$ cat src/rtl/power_save_pkg.sv
// Purpose: Shared constants and types for the power-save controller
// Assumes: Avalon-MM byte addresses, one 32-bit word per register
// Notes: Oscillator clock is clk_i; the instruction cycle is a divided enable
package power_save_pkg;
  // ==========================================
  // Register map
  localparam logic [4:0] MODE_OFS = 5'h00;
  localparam logic [4:0] CFG_OFS = 5'h04;
  localparam logic [4:0] STAT_OFS = 5'h08;
  localparam logic [4:0] TMR_OFS = 5'h0C;
  localparam int ADDR_W = 5;

  // ==========================================
  // Field positions
  localparam int HALT_BIT = 7;
  localparam int IDLE_BIT = 6;
  localparam int SETTLE_SEL_BIT = 0;
  localparam int CLKMON_BIT = 1;
  localparam int RC_SEL_BIT = 2;
  localparam int HALT_DIS_BIT = 3;
  localparam int PEND_BIT = 2;
  localparam int CLKERR_BIT = 3;
  localparam int BLOCK_BIT = 4;

  // ==========================================
  // Reset values and timing
  localparam logic [3:0] CFG_RESET = 4'h2;
  localparam int TC_DIV = 10;
  localparam logic [3:0] TC_LAST = 4'(TC_DIV - 1);
  localparam int TMR_W = 16;
  localparam logic [TMR_W-1:0] SETTLE_LOAD = 16'h0100;
  localparam logic [TMR_W-1:0] TMR_ONE = 16'h0001;
  localparam int TMR_TOGGLE_BIT = 11;

  // ==========================================
  // Power states, Gray along run-halt-settle
  typedef enum logic [1:0] {
    ST_RUN = 2'h0,
    ST_HALT = 2'h1,
    ST_SETTLE = 2'h3,
    ST_IDLE = 2'h2
  } pwr_state_type;
endpackage

$ cat src/rtl/idle_timer_if.sv
`timescale 1ns/1ps
// Purpose: Link between the power-save controller and its idle timer
// Assumes: Both ends on clk_i
// Notes: run gates the oscillator-side counting
interface idle_timer_if;
  logic run;
  logic load;
  logic qual;
  logic tc;
  logic [15:0] value;
  logic toggle;
  logic done;
  modport ctrl(output run, load, qual, input tc, value, toggle, done);
  modport timer(input run, load, qual, output tc, value, toggle, done);
endinterface

$ cat src/rtl/halt_idle_power_save.sv
`timescale 1ns/1ps
// Purpose: HALT and IDLE power-save sequencer with Avalon-MM registers
// Assumes: clk_i is the oscillator clock; wake inputs come from same-clock logic
// Notes: Bus slave answers one cycle after a request
module halt_idle_power_save
  import power_save_pkg::*;
(
  input wire logic clk_i,                         // 200 MHz oscillator clock
  input wire logic reset_i,                       // Async reset, active high
  input wire logic [power_save_pkg::ADDR_W-1:0] address,  // Byte address
  input wire logic read,                          // Read request
  input wire logic write,                         // Write request
  input wire logic [31:0] writedata,              // Write data
  output logic [31:0] readdata,                   // Read data
  output logic waitrequest,                       // Stall
  input wire logic multi_input_wakeup_i,          // Valid wake event pulse
  input wire logic wake_block_i,                  // Enabled and pending wake
  input wire logic clock_out_pin_i,               // Clock-out pin level
  input wire logic osc_qualified_i,               // Schmitt-qualified osc
  output logic clock_in_pin_o,                    // Clock-in pin drive
  output logic clock_in_pin_oe_n_o,               // Clock-in enable, low drives
  output logic core_clk_en_o,                     // Clocks routed to core
  output logic osc_en_o,                          // Oscillator enable
  output logic timers_run_o,                      // Other timers may count
  output logic watchdog_inhibit_o,                // Watchdog detector off
  output logic supervisor_fault_output_n_o,       // Fault output, active low
  output logic idle_pending_o                     // Idle timer pending flag
);
  import power_save_pkg::*;

  // ==========================================
  // State
  typedef struct packed {
    pwr_state_type state;
    logic halt_flag;
    logic idle_flag;
    logic [3:0] cfg;
    logic tmr_pend;
    logic ack;
    logic [31:0] rdata;
    logic [2:0] ck_s;
    logic ck_lvl;
    logic [2:0] q_s;
    logic q_lvl;
  } ctl_state_type;

  ctl_state_type s_ff;
  ctl_state_type nxt_s;
  idle_timer_if tif();
  logic wr_go;
  logic rd_go;
  logic ck_rise;
  logic halt_ok;
  logic rc_sel;
  logic wake_halt;

  idle_timer u_timer (
    .clk_i(clk_i),
    .reset_i(reset_i),
    .tif(tif)
  );

  // ==========================================
  // Bus strobes take effect only on the answering edge
  assign wr_go = write && s_ff.ack;
  assign rd_go = read && s_ff.ack;
  assign rc_sel = s_ff.cfg[RC_SEL_BIT];
  assign halt_ok = !s_ff.cfg[HALT_DIS_BIT];

  // Edge counts only once second and third stages agree
  assign ck_rise = (s_ff.ck_s[2] == s_ff.ck_s[1]) && s_ff.ck_s[2] && !s_ff.ck_lvl;

  // Crystal drives clock-out, so pin edge only wakes with RC
  assign wake_halt = multi_input_wakeup_i || (ck_rise && rc_sel);

  // ==========================================
  // Timer link
  always_comb begin
    tif.run = (s_ff.state != ST_HALT);
    tif.qual = s_ff.q_lvl;
    tif.load = (s_ff.state == ST_HALT) && (nxt_s.state == ST_SETTLE);
  end

  // ==========================================
  // Next state
  always_comb begin
    nxt_s = s_ff;
    nxt_s.ack = (read || write) && !s_ff.ack;

    // Pin synchronisers
    nxt_s.ck_s = {s_ff.ck_s[1:0], clock_out_pin_i};
    nxt_s.q_s = {s_ff.q_s[1:0], osc_qualified_i};
    if (s_ff.ck_s[2] == s_ff.ck_s[1]) begin
      nxt_s.ck_lvl = s_ff.ck_s[2];
    end
    if (s_ff.q_s[2] == s_ff.q_s[1]) begin
      nxt_s.q_lvl = s_ff.q_s[2];
    end

    // Read data registered on the request edge, one cycle before the answer
    if (read && !s_ff.ack) begin
      nxt_s.rdata = '0;
      if (address == MODE_OFS) begin
        nxt_s.rdata[HALT_BIT] = s_ff.halt_flag;
        nxt_s.rdata[IDLE_BIT] = s_ff.idle_flag;
      end else if (address == CFG_OFS) begin
        nxt_s.rdata[3:0] = s_ff.cfg;
      end else if (address == STAT_OFS) begin
        nxt_s.rdata[1:0] = s_ff.state;
        nxt_s.rdata[PEND_BIT] = s_ff.tmr_pend;
        nxt_s.rdata[CLKERR_BIT] = !supervisor_fault_output_n_o;
        nxt_s.rdata[BLOCK_BIT] = wake_block_i;
      end else if (address == TMR_OFS) begin
        nxt_s.rdata[15:0] = tif.value;
      end
    end

    // Register writes
    if (wr_go) begin
      if (address == CFG_OFS) begin
        nxt_s.cfg = writedata[3:0];
      end else if (address == STAT_OFS && writedata[PEND_BIT]) begin
        nxt_s.tmr_pend = 1'b0;
      end
    end

    // Pending set wins over a same-cycle clear
    if (tif.toggle) begin
      nxt_s.tmr_pend = 1'b1;
    end

    // Power state machine
    case (s_ff.state)
      ST_RUN: begin
        if (wr_go && address == MODE_OFS && !wake_block_i) begin
          if (writedata[HALT_BIT] && halt_ok) begin
            nxt_s.halt_flag = 1'b1;
            nxt_s.state = ST_HALT;
          end else if (writedata[IDLE_BIT]) begin
            nxt_s.idle_flag = 1'b1;
            nxt_s.state = ST_IDLE;
          end
        end
      end
      ST_HALT: begin
        if (wake_halt) begin
          // RC without delay select restarts at once
          if (rc_sel && !s_ff.cfg[SETTLE_SEL_BIT]) begin
            nxt_s.state = ST_RUN;
            nxt_s.halt_flag = 1'b0;
          end else begin
            nxt_s.state = ST_SETTLE;
          end
        end
      end
      ST_SETTLE: begin
        if (tif.done) begin
          nxt_s.state = ST_RUN;
          nxt_s.halt_flag = 1'b0;
        end
      end
      ST_IDLE: begin
        if (multi_input_wakeup_i || tif.toggle) begin
          nxt_s.state = ST_RUN;
          nxt_s.idle_flag = 1'b0;
        end
      end
      default: begin
        nxt_s.state = ST_RUN;
      end
    endcase
  end

  // ==========================================
  // State register; external reset also ends HALT
  always_ff @(posedge clk_i or posedge reset_i) begin
    if (reset_i) begin
      s_ff <= '0;
      s_ff.cfg <= CFG_RESET;
    end else begin
      s_ff <= nxt_s;
    end
  end

  // ==========================================
  // Bus answer
  assign waitrequest = (read || write) && !s_ff.ack;
  assign readdata = rd_go ? s_ff.rdata : 32'h0000_0000;

  // ==========================================
  // Clock and supervisor control
  // Core clock gated keeps RAM, registers and pins frozen
  assign core_clk_en_o = (s_ff.state == ST_RUN);
  assign timers_run_o = (s_ff.state == ST_RUN);
  // Oscillator alone runs during settle and idle
  assign osc_en_o = (s_ff.state != ST_HALT);
  assign watchdog_inhibit_o = (s_ff.state == ST_HALT);
  // Stopped oscillator is a clock monitor error when monitoring is on
  assign supervisor_fault_output_n_o =
    !(s_ff.cfg[CLKMON_BIT] && (s_ff.state == ST_HALT));
  // RC pin held high so it does not float and draw current
  assign clock_in_pin_o = 1'b1;
  assign clock_in_pin_oe_n_o = !((s_ff.state == ST_HALT) && rc_sel);
  assign idle_pending_o = s_ff.tmr_pend;
endmodule

$ cat src/rtl/idle_timer.sv
`timescale 1ns/1ps
// Purpose: Instruction-cycle divider and idle interval timer
// Assumes: qual is already synchronised
// Notes: Counts down; toggle and done are one-cycle pulses
module idle_timer (
  input wire logic clk_i,          // Oscillator clock
  input wire logic reset_i,        // Async reset, active high
  idle_timer_if.timer tif          // Controller link
);
  import power_save_pkg::*;

  typedef struct packed {
    logic [3:0] div;
    logic [TMR_W-1:0] cnt;
    logic tc;
    logic tog;
    logic done;
  } tmr_state_type;

  tmr_state_type s_ff;
  tmr_state_type nxt_s;
  logic step;

  // ==========================================
  // Next state
  always_comb begin
    nxt_s = s_ff;
    nxt_s.tc = 1'b0;
    nxt_s.tog = 1'b0;
    nxt_s.done = 1'b0;
    // Only qualified oscillator edges advance the divider
    step = tif.run && tif.qual;
    if (step) begin
      nxt_s.div = (s_ff.div == TC_LAST) ? 4'h0 : s_ff.div + 4'h1;
      nxt_s.tc = (s_ff.div == TC_LAST);
    end
    if (tif.load) begin
      nxt_s.cnt = SETTLE_LOAD;
      nxt_s.div = 4'h0;
    end else if (s_ff.tc) begin
      nxt_s.cnt = s_ff.cnt - TMR_ONE;
      nxt_s.tog = s_ff.cnt[TMR_TOGGLE_BIT] ^ nxt_s.cnt[TMR_TOGGLE_BIT];
      nxt_s.done = (s_ff.cnt == TMR_ONE);
    end
  end

  // ==========================================
  // State register
  always_ff @(posedge clk_i or posedge reset_i) begin
    if (reset_i) begin
      s_ff <= '0;
    end else begin
      s_ff <= nxt_s;
    end
  end

  assign tif.tc = s_ff.tc;
  assign tif.value = s_ff.cnt;
  assign tif.toggle = s_ff.tog;
  assign tif.done = s_ff.done;
endmodule

$ cat config.mk
export PLATFORM = sky130hd
export DESIGN_NAME = halt_idle_power_save
export DESIGN_NICKNAME = d
export VERILOG_FILES = /design/src/rtl/power_save_pkg.sv /design/src/rtl/idle_timer_if.sv /design/src/rtl/halt_idle_power_save.sv /design/src/rtl/idle_timer.sv
export SDC_FILE = /design/constraint.sdc
export NUM_CORES = 1
export LEC_CHECK = 0
export ABC_AREA = 0
export ABC_CLOCK_PERIOD_IN_PS = 1850
export BUFFER_PORTS_ARGS = -buffer_cell sky130_fd_sc_hd__buf_2
export CORE_MARGIN = 10
export CORE_UTILIZATION = 45
export DETAILED_ROUTE_END_ITERATION = 6
export GPL_TIMING_DRIVEN = 1
export PLACE_DENSITY_LB_ADDON = 0.25
export SYNTH_ARGS = -nofsm -noshare
export SYNTH_HDL_FRONTEND = slang
export SYNTH_SLANG_ARGS = --single-unit
$ cat constraint.sdc
create_clock -name clk_i -period 1.85 [get_ports clk_i]
set_clock_uncertainty 0.1 [all_clocks]
set_input_delay 0.185 -clock clk_i [delete_from_list [all_inputs] [get_ports clk_i]]
set_output_delay 0.185 -clock clk_i [all_outputs]
set_load 0.02 [all_outputs]
Word-level counts from Yosys, hierarchy flattened

Cells that the tools add are included.

Bits in registers: 57
Latch bits: 0
Memory bits (writable): 0
Memory bits (read-only): 0
Input bits: 45
Output and inout port bits: 41
Word-level logic and storage cells: 114
Memories kept: 0

Add/subtract/negate cells: 2
$mul: 0
Div/mod/pow operators: 0
Magnitude comparators: 0
Eq/ne operators: 21
Shift operators: 0
Muxes and demuxes: 36
Bitwise operators: 1
Reductions and logical operators: 38

Operators by type and width:

| operator                                                                 | number |
|---|---|
| 16-bit two-way mux                                                       | 4 |
| 4-bit two-way mux                                                        | 5 |
| 16-bit by 1-bit equality test with 1-bit output (second input constant)  | 1 |
| 1-bit logical AND                                                        | 16 |
| 16-bit by 1-bit subtractor with 16-bit output (second input constant)    | 1 |
| 2-bit two-way mux                                                        | 7 |
| 2-bit by 1-bit inequality test with 1-bit output (second input constant) | 7 |
| 12-bit two-way mux                                                       | 1 |
| 11-bit two-way mux                                                       | 1 |
| 5-bit by 4-bit equality test with 1-bit output (second input constant)   | 2 |
| 1-bit two-way mux                                                        | 10 |
| 2-bit nonzero test                                                       | 5 |
| 8-bit two-way mux                                                        | 1 |
| 2-bit one-hot mux with 4 select lines                                    | 1 |
| 1-bit zero test                                                          | 7 |
| 2-bit equality test (second input constant)                              | 3 |
| 3-bit two-way mux                                                        | 2 |
| 6-bit two-way mux                                                        | 1 |
| 2-bit inequality test (second input constant)                            | 3 |
| 6-bit AND reduction                                                      | 1 |
| 5-bit by 3-bit equality test with 1-bit output (second input constant)   | 1 |
| 5-bit zero test                                                          | 1 |
| 5-bit two-way mux                                                        | 1 |
| 5-bit AND reduction                                                      | 1 |
| other kinds (12)                                                         | 15 |

Logic depth before layout (Yosys ltp)

Depth in word-level cells: 10
Mapped depth: 6
Mapped depth without buffers: 6

Hierarchy

From an unflattened synthesis, not the netlist that was laid out.

Cells, all modules: 297
Area total of the unflattened synthesis: 3035.4 µm²

Modules (own cells, without submodules):

| module               | instances | cells each | area each (µm²) |
|---|---|---|---|
| halt_idle_power_save | 1         | 165        | 1756.7 |
| idle_timer           | 1         | 132        | 1278.7 |

Least setup slack after synthesis

No wires, ideal clock.

Path kind: register -> register
From: register u_timer.s_ff, in the netlist u_timer.tif.value[4]
To: register u_timer.s_ff, in the netlist u_timer.tif.value[12]
Library setup time: 0.078 ns
Data arrival time: 1.538 ns
Slack: 0.134 ns
Cell stages (with the launch flop): 5
Period minus slack after synthesis: 1.716 ns
Cells stage by stage: dfrtp_1 > nor4_4 > nand3_2 > or4_1 > a21oi_1

Word-level cells in the longest chain between the ends: 3

RTL lines:

| element                                       | line             | RTL |
|---|---|---|
| from (decl)                                   | idle_timer.sv:20 | `tmr_state_type s_ff;` |
| from (signal assigned)                        | idle_timer.sv:53 | `s_ff <= nxt_s;` |
| 16-bit by 1-bit subtractor with 16-bit output | idle_timer.sv:41 | `nxt_s.cnt = s_ff.cnt - TMR_ONE;` |
| 16-bit two-way mux                            | idle_timer.sv:40 | `end else if (s_ff.tc) begin` |
| 16-bit two-way mux                            | idle_timer.sv:37 | `if (tif.load) begin` |

No other way between the ends. The select of a mux whose other input is x is not followed.
A chain may end at the register's enable or synchronous reset.

Worst setup path after layout

From: register u_timer.s_ff, in the netlist u_timer.tif.value[8]
To: register u_timer.s_ff, in the netlist u_timer.tif.value[14]

The elaborated chain is that of the path after synthesis.

==> key figures <==
Outcome
  – Status: completed

Clocking
  – Max clock buf depth: 2
  – Latest clock arrival within the worst-skew pair: approximately 340 ps
  – Buffer count from post-CTS setup fixing: 0
  – H-tree levels: 3
  – TritonCTS clock tree: built
  – CTS Buf Count: 9
  – Clk Tree Root Cell: clkbuf_8
  – Clock-pin slew on the worst setup and hold paths: ~70 ps
  – CTS Sinks: 57

Power and ir drop
  – Sequential share of power: roughly two fifths
  – Switching share of power: 31.7%
  – Pwr dens: approximately 1200 nW/um^2
  – P_sw: approximately 0.0013 W
  – Part of the power in the clock network: 33.2%
  – Leakage Power: 1.78 nW
  – Internal: between 0.002 and 0.003 W
  – Comb power frac: 24.8%
  – Peak supply drop: ~0.00073 V

Setup path
  – CP required: approximately 2000 ps
  – Crit path max-delay family: simple AND/OR/NAND/NOR gates
  – Critical path type: flop to flop
  – Slowest cell on the critical path: or4_1
  – Critical path arrival: about 1900 ps
  – Crit-path max cell delay: around 480 ps
  – Worst Setup Start Kind: flop
  – Cells along the critical path: nor4_4 -> nand2_2 -> or4_1 -> a21oi_1
  – WP buf/inv: 0
  – Max FO, Critical Path: 4
  – CP endpoint kind: flop

Synthesis
  – Post-synthesis cell count: between 200 and 300
  – Top cell type's share of synthesized area: around half
  – Number of synthesized flops with an enable pin: 0
  – Mapped Area: 2900 um^2
  – Seq cells post-synth: 57
  – Avg Synthesized Cell Area: a little under 10 um^2
  – FFs w/ async S/R, synth: between 90% and 100%
  – Area contributors post-synth: dfrtp_1 48%, buf_4 4.7%, nand2_1 4.1%
  – Yosys cell types: 47
  – Post-synthesis sequential area ratio: between 40% and 50%
  – Yosys warning count: 0
  – Synth Flop Type: dfrtp_1
  – Largest area contributor in the netlist: dfrtp_1

Global route
  – GRT Util Overall: about an eighth
  – Vias in the first global route: between 2,000 and 2,500
  – Initial antenna violation count: 0
  – Grt total ovfl: 0
  – Largest net degree at the start of global routing: a little under 60
  – Global-route wire length before repair: 10.7 mm

Floorplanning
  – Die area: 10,100 um^2
  – Core Rows: 29
  – Core ar.: around 6300 um^2
  – IO Pins: 86
  – Initial Utilization: between 40% and 50%
  – Die X: around 100 um
  – DIE HEIGHT: roughly 100 um

Detailed routing
  – Routed wire length: 6.27 mm
  – Iter 0 DRT Violations: 88
  – # DRC: 0
  – Vias after detailed routing: around 2,200
  – Final ANT Viol Nets: 0
  – Avg WL per Cell: about 14 um
  – DRT Pass-1 Iters: 4
  – Via density: 5.09

Place
  – Port buffer count: 42
  – Pre-CTS WS: ~110 ps
  – Dpl hpwl: roughly 4.7 mm
  – Placer congestion estimate: between 0.8 and 0.9

Hold path
  – Hold Path Class: primary input to flop

STA
  – Fmax: a little under 0.6 GHz
  – Hold Violations, Final: 0
  – Crit share post-route: 93.2%
  – Setup TNS: 0 ps
  – RSZ-0062 raised after global routing: false
  – Setup ws final: 126 ps
  – Final worst path period need: 1720 ps
  – Slew Viols, Final: 0
  – Final setup viols: 0

Final layout
  – Share of cells above drive strength 1: between 20% and 30%
  – Fill count: 580
  – Multi-input gate area: ~1300 um^2
  – Register area: 1430 um^2
  – Most common cell after layout, fill and taps aside: dfrtp_1
  – Commonest cells after routing, fill and taps aside: 55 x dfrtp_1, 42 x buf_2, 31 x nor2_1, 31 x nand2_1, 19 x nand3_1
  – P&R area growth vs syn: 21.6%
  – Final net count: just over 400
  – Diode count: 0

Job
  – Max-cap violation count: 0
worst min-delay path, cell delays in order:
cell and delay, ps:
buf_2 90, nand3_1 80, o31ai_1 70
sequential cells by signal, summed over array words and instances (netlist names):
name	flops
nxt_s	4
u_timer.s_ff	4
idle_pending_o	1
u_timer.tif.value	16
u_timer.tif.toggle	1
s_ff	27
rc_sel	1
tif.qual	1
u_timer.tif.tc	1
u_timer.tif.done	1
what timing repair did:
item | in CTS | in global routing
resized for setup | 0 | 2
endpoints found under the setup margin | 0 | 2
hold buffers | 7 | 0
hold endpoints to repair | 62 | 0
final timing paths:
path	cells past startpoint	slack (ps)	endpoint	startpoint
max reg2reg	4	130	u_timer.tif.value[14]	u_timer.tif.value[8]
max in group asynchronous	4	1000	s_ff[43]	reset_i
min	3	20	s_ff[46]	writedata[6]
max	4	130	u_timer.tif.value[14]	u_timer.tif.value[8]
min in group asynchronous	4	350	u_timer.s_ff[20]	reset_i
min reg2reg	0	250	nxt_s[3]	nxt_s[2]
logic make-up (layout without fill, tap and decap cells):
family	count (synthesis)	after routing	synth area share (%)
simple gates	136	136	25.4
flops	57	57	49.2
buf+inv	42	91	7.84
compound gates	36	36	8.70
xor+xnor	9	9	2.71
mux	9	9	3.45
fa+ha+maj	6	6	2.50
other cells	2	17	0.259
metrics by stage:
stage | cells | util [%] | total power, W | instance area (um^2) | hold WS (ps)
after global routing | 438 | 55.9 | 0.00444 | 3530 | 35.5
final | 438 | 55.9 | 0.00417 | 3530 | 23.7
after detailed placement | 415 | 51.0 | 0.00279 | 3220 | 162
after CTS | 438 | 55.9 | 0.00420 | 3530 | 9.69
after global placement | 415 | 51.0 | 0.00275 | 3220 | 164
after floorplan | 312 | - | 0.00246 | 2960 | 116
Yosys cell counts (2+ instances only):
cell / number
nand2_1: 32
buf_2: 2
nand3_1: 19
nor4b_2: 2
and3_1: 16
clkbuf_1: 12
or3_1: 4
or4_1: 2
buf_4: 18
nand4_1: 3
nor4_4: 2
nand4b_1: 3
xnor2_1: 2
xor2_1: 7
o31ai_1: 4
mux2_2: 8
nor2_1: 31
inv_1: 10
a221oi_1: 5
ha_1: 5
dfrtp_1: 56
a21oi_1: 9
o21ai_0: 7
nor3_1: 4
nor2b_1: 2
conb_1: 2
nand2b_1: 5
nand3b_1: 4
and2_1: 3
final cells by class:
| cell class | instances | share of cell area [%] |
|---|---|---|
| multi-input combinational | 213 | 37.0 |
| inverter | 10 | 1.06 |
| clock inverter | 5 | 2.94 |
| timing repair buffer | 65 | 12.0 |
| tap | 77 | 2.73 |
| sequential | 57 | 40.5 |
| clock buffer | 11 | 3.72 |
power by group through the flow:
stage,combinational (W),sequential (W),clock (W)
floorplan,0.000733,0.00173,0
CTS,0.00104,0.00175,0.00142
finish,0.00104,0.00175,0.00138
global placement,0.000992,0.00176,0
global route,0.00118,0.00179,0.00147
detailed placement,0.00102,0.00177,0
layer usage:
| layer | share of wire, % | track usage, % | wire length, um |
|---|---|---|---|
| met1 | 44 | 15.8 | 2790 |
| met2 | 45 | 19.7 | 2830 |
| met3 | 8.8 | 4.81 | 550 |
| met4 | 1.6 | 6.52 | 103 |
| met5 | 0 | 0 | 0 |
(Power assumes the default switching activity.)
